`config.mk`:
```
export PLATFORM = sky130hd
export DESIGN_NAME = pisl_status_latch
export DESIGN_NICKNAME = d
export VERILOG_FILES = /design/src/design/pisl_status_latch.v
export VERILOG_INCLUDE_DIRS = /design/src /design/src/design
export SDC_FILE = /design/constraint.sdc
export NUM_CORES = 1
export LEC_CHECK = 0
export ABC_AREA = 1
export BUFFER_PORTS_ARGS = -buffer_cell sky130_fd_sc_hd__buf_2
export CORE_MARGIN = 2
export CORE_UTILIZATION = 45
export DETAILED_ROUTE_END_ITERATION = 16
export GPL_ROUTABILITY_DRIVEN = 0
export HOLD_SLACK_MARGIN = 0.12
export SLEW_MARGIN = 20
export SYNTH_ARGS = -nofsm -noshare
export SYNTH_HDL_FRONTEND = slang
export SYNTH_SLANG_ARGS = --single-unit
```
`constraint.sdc`:
```
create_clock -name CLOCK -period 2.62 [get_ports CLOCK]
set_input_delay 0.131 -clock CLOCK [delete_from_list [all_inputs] [get_ports CLOCK]]
set_output_delay 0.131 -clock CLOCK [all_outputs]
set_load 0.05 [all_outputs]
```
`src/design/pisl_regs.vh`:
```
`ifndef PISL_REGS_VH
`define PISL_REGS_VH

// register addresses (5-bit management address space)
`define PISL_ADDR_BMSR      5'h01
`define PISL_ADDR_STATUS    5'h11
`define PISL_ADDR_MASK      5'h1D
`define PISL_ADDR_CTRL      5'h1E

// status bit positions
`define PISL_B_CIM          15
`define PISL_B_LINK         14
`define PISL_B_LOCK         13
`define PISL_B_PREEND       12
`define PISL_B_LLC          11
`define PISL_B_BSD          10
`define PISL_B_REC          9
`define PISL_B_LOOP         8
`define PISL_B_RSTDONE      7
`define PISL_B_JAB          6
`define PISL_B_ANDONE       5
`define PISL_B_PDF          4
`define PISL_B_PFAIL        3
`define PISL_B_RFAULT       2
`define PISL_B_PAGE         1

// control register fields
`define PISL_C_COMPAT       0
`define PISL_C_SPD100       1
`define PISL_C_ANEN         2

// reset values and valid status-bit mask
`define PISL_STATUS_RST     16'h0000
`define PISL_MASK_RST       16'h0000
`define PISL_CTRL_RST       16'h0000
`define PISL_STATUS_VALID   16'hFFFE

// jabber limit
`define PISL_JAB_TIME_MS    105
`define PISL_CLK_HZ         25000000
// divide first: the plain product would overflow 32-bit integer arithmetic
`define PISL_JAB_CYCLES     (`PISL_JAB_TIME_MS * (`PISL_CLK_HZ / 1000))

`endif

```
`src/design/pisl_status_latch.v`:
```
`timescale 1ns/1ps
`include "pisl_regs.vh"

module pisl_status_latch #(
	parameter JAB_CYCLES = `PISL_JAB_CYCLES
) (
	input  wire        CLOCK,
	input  wire        NRST,
	input  wire [4:0]  ADDR,
	input  wire [15:0] WDATA,
	input  wire        WR,
	input  wire        RD,
	output reg  [15:0] RDATA,
	input  wire        CIM_UNSTABLE,
	input  wire        LINK_UP,
	input  wire        DESCR_LOCKED,
	input  wire        RX_IDLE_PAIR,
	input  wire        RX_ESD_SEEN,
	input  wire        LINK_LOSS_MSB,
	input  wire        BAD_START_MSB,
	input  wire        RX_ERR_MSB,
	input  wire        LOOP_ELBUF_FAULT,
	input  wire        CAL_DONE,
	input  wire        TX_ACTIVE,
	input  wire        AN_COMPLETE,
	input  wire        AN_PDET_FAULT,
	input  wire        AN_PAR_FAIL,
	input  wire        LP_REMOTE_FAULT,
	input  wire        FEF_DETECT,
	input  wire        AN_PAGE_RX,
	output reg         TX_JAB_CUT,
	output reg         LOOP_FRAME_KILL,
	output reg         JABBER_LIVE,
	output reg         IRQ_N
);

	localparam [31:0] JAB_LIMIT = JAB_CYCLES;

	reg  [15:0] status_r;
	reg  [15:0] status_nxt;
	reg  [15:0] mask_r;
	reg  [2:0]  ctrl_r;
	reg         link_d_r;
	reg         lock_d_r;
	reg         llc_d_r;
	reg         bsd_d_r;
	reg         rec_d_r;
	reg         cal_d_r;
	reg         an_d_r;
	reg         pdf_d_r;
	reg         pfail_d_r;
	reg         lprf_d_r;
	reg         fef_d_r;
	reg         in_frame_r;
	reg         idle_pre_r;
	reg  [31:0] jab_cnt_r;
	reg         jab_hold_r;
	reg  [15:0] ev;
	reg  [15:0] eff_mask;

	wire compat   = ctrl_r[`PISL_C_COMPAT];
	wire spd100   = ctrl_r[`PISL_C_SPD100];
	wire an_en    = ctrl_r[`PISL_C_ANEN];
	wire rd_stat  = RD && (ADDR == `PISL_ADDR_STATUS);
	wire rd_bmsr  = RD && (ADDR == `PISL_ADDR_BMSR);
	// jabber trips on the cycle the count reaches one below the limit, only at 10 Mb/s
	// the hold flag stops the count parked at one below the limit from tripping every cycle
	wire jab_trip = !spd100 && TX_ACTIVE && !jab_hold_r &&
	                (jab_cnt_r == JAB_LIMIT - 32'h1);

	// event pulses; edge detectors keep one long level from re-setting after a read, except on CIM, LOOP and PAGE, which take their input level directly
	always @* begin
		ev = 16'h0000;
		ev[`PISL_B_CIM]     = CIM_UNSTABLE;
		ev[`PISL_B_LINK]    = LINK_UP ^ link_d_r;
		ev[`PISL_B_LOCK]    = DESCR_LOCKED ^ lock_d_r;
		ev[`PISL_B_PREEND]  = spd100 && in_frame_r && idle_pre_r && RX_IDLE_PAIR;
		ev[`PISL_B_LLC]     = LINK_LOSS_MSB && !llc_d_r;
		ev[`PISL_B_BSD]     = BAD_START_MSB && !bsd_d_r;
		ev[`PISL_B_REC]     = RX_ERR_MSB && !rec_d_r;
		ev[`PISL_B_LOOP]    = LOOP_ELBUF_FAULT;
		ev[`PISL_B_RSTDONE] = CAL_DONE && !cal_d_r;
		ev[`PISL_B_JAB]     = jab_trip;
		ev[`PISL_B_ANDONE]  = AN_COMPLETE && !an_d_r;
		ev[`PISL_B_PDF]     = AN_PDET_FAULT && !pdf_d_r;
		ev[`PISL_B_PFAIL]   = AN_PAR_FAIL && !pfail_d_r;
		ev[`PISL_B_RFAULT]  = an_en ? (LP_REMOTE_FAULT && !lprf_d_r)
		                            : (spd100 && FEF_DETECT && !fef_d_r);
		ev[`PISL_B_PAGE]    = AN_PAGE_RX;
	end

	// read clears, but an event in the same cycle survives
	always @* begin
		status_nxt = status_r;
		if (rd_stat)
			status_nxt = `PISL_STATUS_RST;
		if (rd_bmsr)
			status_nxt[`PISL_B_JAB] = 1'b0;
		status_nxt = (status_nxt | ev) & `PISL_STATUS_VALID;
	end

	// compatibility mode ignores the mask and passes no interrupt at all
	always @* begin
		eff_mask = compat ? 16'h0000 : mask_r;
	end

	always @(posedge CLOCK) begin
		if (!NRST) begin
			status_r        <= `PISL_STATUS_RST;
			mask_r          <= `PISL_MASK_RST;
			ctrl_r          <= 3'h0;
			link_d_r        <= 1'b0;
			lock_d_r        <= 1'b0;
			llc_d_r         <= 1'b0;
			bsd_d_r         <= 1'b0;
			rec_d_r         <= 1'b0;
			cal_d_r         <= 1'b0;
			an_d_r          <= 1'b0;
			pdf_d_r         <= 1'b0;
			pfail_d_r       <= 1'b0;
			lprf_d_r        <= 1'b0;
			fef_d_r         <= 1'b0;
			in_frame_r      <= 1'b0;
			idle_pre_r      <= 1'b0;
			jab_cnt_r       <= 32'h0;
			jab_hold_r      <= 1'b0;
			RDATA           <= 16'h0000;
			TX_JAB_CUT      <= 1'b0;
			LOOP_FRAME_KILL <= 1'b0;
			JABBER_LIVE     <= 1'b0;
			IRQ_N           <= 1'b1;
		end else begin
			status_r  <= status_nxt;
			link_d_r  <= LINK_UP;
			lock_d_r  <= DESCR_LOCKED;
			llc_d_r   <= LINK_LOSS_MSB;
			bsd_d_r   <= BAD_START_MSB;
			rec_d_r   <= RX_ERR_MSB;
			cal_d_r   <= CAL_DONE;
			an_d_r    <= AN_COMPLETE;
			pdf_d_r   <= AN_PDET_FAULT;
			pfail_d_r <= AN_PAR_FAIL;
			lprf_d_r  <= LP_REMOTE_FAULT;
			fef_d_r   <= FEF_DETECT;

			// at 100 Mb/s a frame opens on the first non-idle and closes at the end delimiter or a premature end
			if (RX_ESD_SEEN || !spd100) begin
				in_frame_r <= 1'b0;
				idle_pre_r <= 1'b0;
			end else if (!in_frame_r && !RX_IDLE_PAIR) begin
				in_frame_r <= 1'b1;
			end else if (in_frame_r) begin
				idle_pre_r <= RX_IDLE_PAIR;
				if (ev[`PISL_B_PREEND])
					in_frame_r <= 1'b0;
			end

			// transmit cut holds until the transmitter goes quiet or 100 Mb/s is selected
			if (!TX_ACTIVE || spd100) begin
				jab_cnt_r  <= 32'h0;
				jab_hold_r <= 1'b0;
			end else if (jab_trip) begin
				jab_hold_r <= 1'b1;
			end else if (!jab_hold_r) begin
				jab_cnt_r <= jab_cnt_r + 32'h1;
			end
			TX_JAB_CUT      <= jab_trip || (jab_hold_r && TX_ACTIVE && !spd100);
			LOOP_FRAME_KILL <= LOOP_ELBUF_FAULT;
			JABBER_LIVE     <= status_nxt[`PISL_B_JAB];

			if (WR && ADDR == `PISL_ADDR_MASK && !compat)
				mask_r <= WDATA & `PISL_STATUS_VALID;
			if (WR && ADDR == `PISL_ADDR_CTRL)
				ctrl_r <= WDATA[2:0];

			RDATA <= 16'h0000;
			if (RD) begin
				case (ADDR)
				`PISL_ADDR_STATUS: RDATA <= status_r;
				`PISL_ADDR_MASK:   RDATA <= mask_r;
				`PISL_ADDR_CTRL:   RDATA <= {13'h0, ctrl_r};
				default:           RDATA <= 16'h0000;
				endcase
			end

			IRQ_N <= ~|(status_nxt & eff_mask);
		end
	end

endmodule // pisl_status_latch

```
# --- Word level (Yosys, flattened, before mapping) ---
# Index checks and enable logic that the tools add are counted.
word_totals:
  register_bits: 100
  out_inout_bits: 20
  ram_bits: 0
  romBits: 0
  wordCells: 95
  memories: 0
  latchBits: 0
  input_bits: 42
op_classes:
  reduce_logical: 49
  magnitude_cmp: 0
  muxes: 8
  n_eq_ne: 5
  div: 0
  n_mul: 0
  shifts: 0
  n_bitwise: 8
  add_sub_neg: 1
op_table:
  columns: ["operator", "count"]
  rows:
  - ["case mux 16 bit (3 select lines)", 1]
  - ["adder 32 x 1 -> 32 bit, second input constant", 1]
  - ["== test 32 x 22 -> 1 bit, second input constant", 1]
  - ["2-to-1 mux 16 bit", 2]
  - ["logical AND 1 bit", 24]
  - ["bitwise AND 16 bit", 1]
  - ["logical NOT 1 bit", 16]
  - ["OR 16 bit", 1]
  - ["OR reduction 16 bit", 1]
  - ["== test 5 bit, second input constant", 3]
  - ["AND reduction 2 bit", 3]
  - ["== test 5 x 1 -> 1 bit, second input constant", 1]
  - ["2-to-1 mux 1 bit", 5]
  - ["inverter 1 bit", 4]
  - ["OR reduction 2 bit", 2]
  - ["logical OR 1 bit", 3]
  - ["XOR 1 bit", 2]

# --- Logic depth before layout (Yosys ltp) ---
logic_depth:
  depth_word: 8
  mapped_depth: 13
  ltp_nobuf: 12

# --- Worst setup path before layout ---
# Ideal clock, no wire load.
synth_timing:
  path_kind: "register -> register"
  start: "register jab_cnt_r[0]"
  end: "register jab_cnt_r[20]"
  required_ns: 2.506
  path_slack_ns: 1.082
  setup_time_ns: 0.114
  period_less_slack_ns: 1.538
  path_buffers: 1
  path_stages_with_launch: 14
  arrival_ns: 1.424
  path_cell_list: "dfxtp_1 ha_1 inv_1 nor2_1 nand2_1 nor2_2 nand3_2 nand2_4 inv_2 buf_6 nand3_2 nand2_1 inv_1 nor2_1"
synth_between:
  elab_chain_cells: 4
synth_rtl:
  columns: ["element", "line", "text"]
  rows:
  - ["start, declared", "pisl_status_latch.v:56", "reg [31:0] jab_cnt_r;"]
  - ["start signal, assigned", "pisl_status_latch.v:165", "jab_cnt_r <= jab_cnt_r + 32'h1;"]
  - ["branches (longest 4 deep; another with adder 32 x 1 -> 32 bit)", null, null]
# Parallel ways; which one is timed is not known.
# A chain may end at the register's enable or synchronous reset.

# --- Final worst setup path ---
layout_timing:
  start: "register jab_cnt_r[1]"
  end: "register jab_cnt_r[14]"
# Same word-level chain as after synthesis.

==> reports/results.tsv <==
stage	metric	value	unit
setup_path	worst path cell trace	ha_1 > inv_1 > nor2_1 > nand2_1 > nor2_2 > nand3_2 > nand2_4 > buf_4 > o21ai_0 > nor3b_2	
sta	fin crit share	74.1	%
status	status	completed	
routing	drt pass-1 iters	4	
power	pwr dens	490	nW/µm²
cts	Sink Count	98	
sta	Slew @ Worst Pin	0.615	ns
setup_path	Crit path max-delay family	simple AND/OR/NAND/NOR gates	
yosys	Post-synth EDFFs	0	
grt	largest net degree at the start of global routing	35	
layout	# nets final	816	
routing	vias post-DR	4335	
setup_path	flop-to-flop setup slack	0.68	ns
sta	relative slew slack	58.9	%
sta	final number of max-transition violations	0	
cts	CTS resizes	0	
cts	clk_lat worst skew	0.37	ns
setup_path	Worst Path Arrival	2.18	ns
grt	first-pass GRT wire length	18900	µm
floorplan	full die area	11100	µm²
setup_path	CP Launch Type	flop	
routing	DRT iter0 DRCs	201	
routing	antenna-violating nets left	0	
setup_path	Crit-path slowest cell	dfxtp_1	
grt	All-Layer GR Usage	21.0	%
yosys	ys flop type	dfxtp_1	
hold_path	Hold Path Cell Cnt	3	
sta	fmax	0.515	GHz
layout	share of cells above drive strength 1	14.4	%
routing	# DRC	0	
floorplan	I/O pin count	62	
sta	Setup Total Neg Slack	0	ns
yosys	Mapped Area	4630	µm²
cts	setup bufs post-CTS	0	
layout	n_diodes	0	
power	Power Total	2.74	mW
flow_run	MaxCap Viol Count	0	
setup_path	Setup Crit Path Kind	flop to flop	
floorplan	core area	10100	µm²
cts	TritonCTS Buffers	9	
floorplan	Initial Util	45.6	%
cts	TritonCTS clock tree	done	
yosys	Syn Nets	724	
cts	hold_buf cts	34	
placed_design	Post-Place Cells	864	
routing	Via density	4.74	
placed_design	IO Port Bufs	61	
setup_path	end of the critical path	jab_cnt_r[14]	
power	cell internal pwr	2.06	mW
setup_path	r2r startpoint	jab_cnt_r[1]	
placed_design	HPWL Detailed	8000	µm
setup_path	Crit Path Max Fanout	32	
grt	vias in the first global route	4086	
power	Lkg Pwr	2.38	nW
yosys	Avg Cell Area, Syn	6.80	µm²
setup_path	Buf+Inv Stages, Crit Path	2	
power	Comb power frac	7.2	%
cts	clock buffer depth	2	
cts	H-tree depth	3	
grt	global route total overflow	0	
hold_path	worst min-delay path class	primary input to flop	
layout	fin cells	914	
floorplan	Die Wd	105	µm
cts	clock root buffer	clkbuf_8	
routing	routed len/inst	12.4	µm
yosys	YS warnings	0	
routing	Post-Route WL	11300	µm
power	maximum VDD drop	0.000289	V
setup_path	WP depth	10	
yosys	synth unique cells	31	
setup_path	Worst setup startpoint	jab_cnt_r[1]	
setup_path	FF-to-FF End	jab_cnt_r[14]	
power	Sw Pwr	0.676	mW
setup_path	Critical Path RT	2.85	ns
sta	RSZ-0062 raised after global routing	false	
cts	Worst-path clk slew	0.11	ns
grt	initial antenna violation count	0	
setup_path	slowest stage delay, CP	0.41	ns
power	clock power share	36.9	%
sta	Clock Skew	0.0218	ns
setup_path	r2r worst-path depth	10	
yosys	gate count of the mapped netlist	681	
power	Net Sw Frac	24.7	%
floorplan	Die Span Y	105	µm
yosys	FFs w/ async S/R, synth	0	%
sta	fin crit period	1.94	ns
yosys	Yosys reg bits	98	
layout	area delta synth->final	20.9	%
floorplan	# rows	37	
sta	final setup violation count	0	
sta	Final Hold Viols	0	
setup_path	CP Capture Type	flop	
yosys	post-synthesis sequential area ratio	42.4	%
power	Sequential Power Share	56.0	%
-- power groups by stage --
stage	Clock, mW	Sequential, mW	Combinational [mW]
finish	1.01	1.53	0.196
global route	1.09	1.54	0.220
CTS	1.04	1.53	0.196
detailed placement	0	1.57	0.157
global placement	0	1.57	0.155
floorplan	0	1.57	0.0857
-- flip-flops by register name, summed over array words and instances (netlist names), 3 cells and up --
register and count:
RDATA 16, ctrl_r 3, jab_cnt_r 32, mask_r 15, status_r 15
-- worst min-delay path, cell delays in order --
cell	delay, ns
buf_2	0.11
nand2_1	0.15
a21oi_1	0.08
-- how the worst min path moves through the flow --
| stage | start | to | slack, ns |
|---|---|---|---|
| after floorplan | LOOP_ELBUF_FAULT | LOOP_FRAME_KILL | 0.22 |
| after global placement | RX_ERR_MSB | rec_d_r | 0.32 |
| after detailed placement | BAD_START_MSB | bsd_d_r | 0.33 |
| after CTS | WR | ctrl_r[0] | 0.13 |
| after global routing | NRST | IRQ_N | 0.16 |
| final | WR | ctrl_r[0] | 0.14 |
-- synthesized netlist by cell type, drive strengths merged, types with 2 or more instances --
cell | n | area, µm²
nand2 | 208 | 791
inv | 101 | 379
dfxtp | 98 | 1960
a21oi | 69 | 349
nor2 | 62 | 243
nand3 | 29 | 170
o21ai | 28 | 140
nor3 | 23 | 145
xor2 | 18 | 158
clkbuf | 15 | 56.3
nand4 | 9 | 56.3
buf | 7 | 52.5
nor3b | 3 | 32.5
xnor2 | 3 | 26.3
o221ai | 2 | 17.5
-- per-stage QoR --
stage          util, %  setup slack [ns]  instance area [µm²]  hold slack, ns
2_1_floorplan        -              1.08                 4630           0.224
4_1_cts           55.2             0.668                 5600           0.129
3_5_place_dp      49.9             0.719                 5050           0.330
5_1_grt           55.2             0.488                 5600           0.158
3_3_place_gp      49.9             0.782                 5050           0.322
6_report          55.2             0.677                 5600           0.139
-- cell families (layout without fill, tap and decap cells) --
group / count (synthesis) / in the layout / synth area share (%)
adders and majority gates: 1 / 1 / 0.270
AOI/OAI and AO/OA: 103 / 103 / 11.6
xor gates and xnor gates: 21 / 21 / 3.97
DFF: 98 / 98 / 42.4
buffers and inverters: 123 / 220 / 10.5
and+or+nand+nor: 335 / 335 / 31.2
-- layout make-up --
cell class / count / area (µm²)
fillers: 984 / 4540
well taps: 136 / 170
flip-flops and latches: 98 / 1960
inverters: 101 / 379
clock inverters: 6 / 73.8
repair buffers: 103 / 706
clock buffers: 10 / 128
multi-input cells: 460 / 2180
-- placed cells by master, fill, tap and decap left out, drive strengths merged --
cell,Yosys,final
a21o,1,1
nand3,29,29
clkinv,0,1
nor3b,3,3
nand3b,1,1
nor3,23,23
inv,101,103
nor2,62,62
o21ai,28,28
a21boi,1,1
a211oi,1,1
dlygate4sd3,0,34
xor2,18,18
o221ai,2,2
bufinv,0,1
clkinvlp,0,2
o21bai,1,1
ha,1,1
nand2,208,208
nand4,9,9
xnor2,3,3
clkbuf,15,10
buf,7,69
a21oi,69,69
dfxtp,98,98
-- metal layers --
| layer | global-route usage [%] | vias to the layer above | routed length (µm) |
|---|---|---|---|
| li1 | - | 2309 | - |
| met1 | 26.1 | 1923 | 5300 |
| met2 | 37.1 | 85 | 5490 |
| met3 | 4.14 | 18 | 404 |
| met4 | 5.33 | 0 | 148 |
| met5 | 0 | - | 0 |
Note: power is estimated with default switching activity, not from simulation.
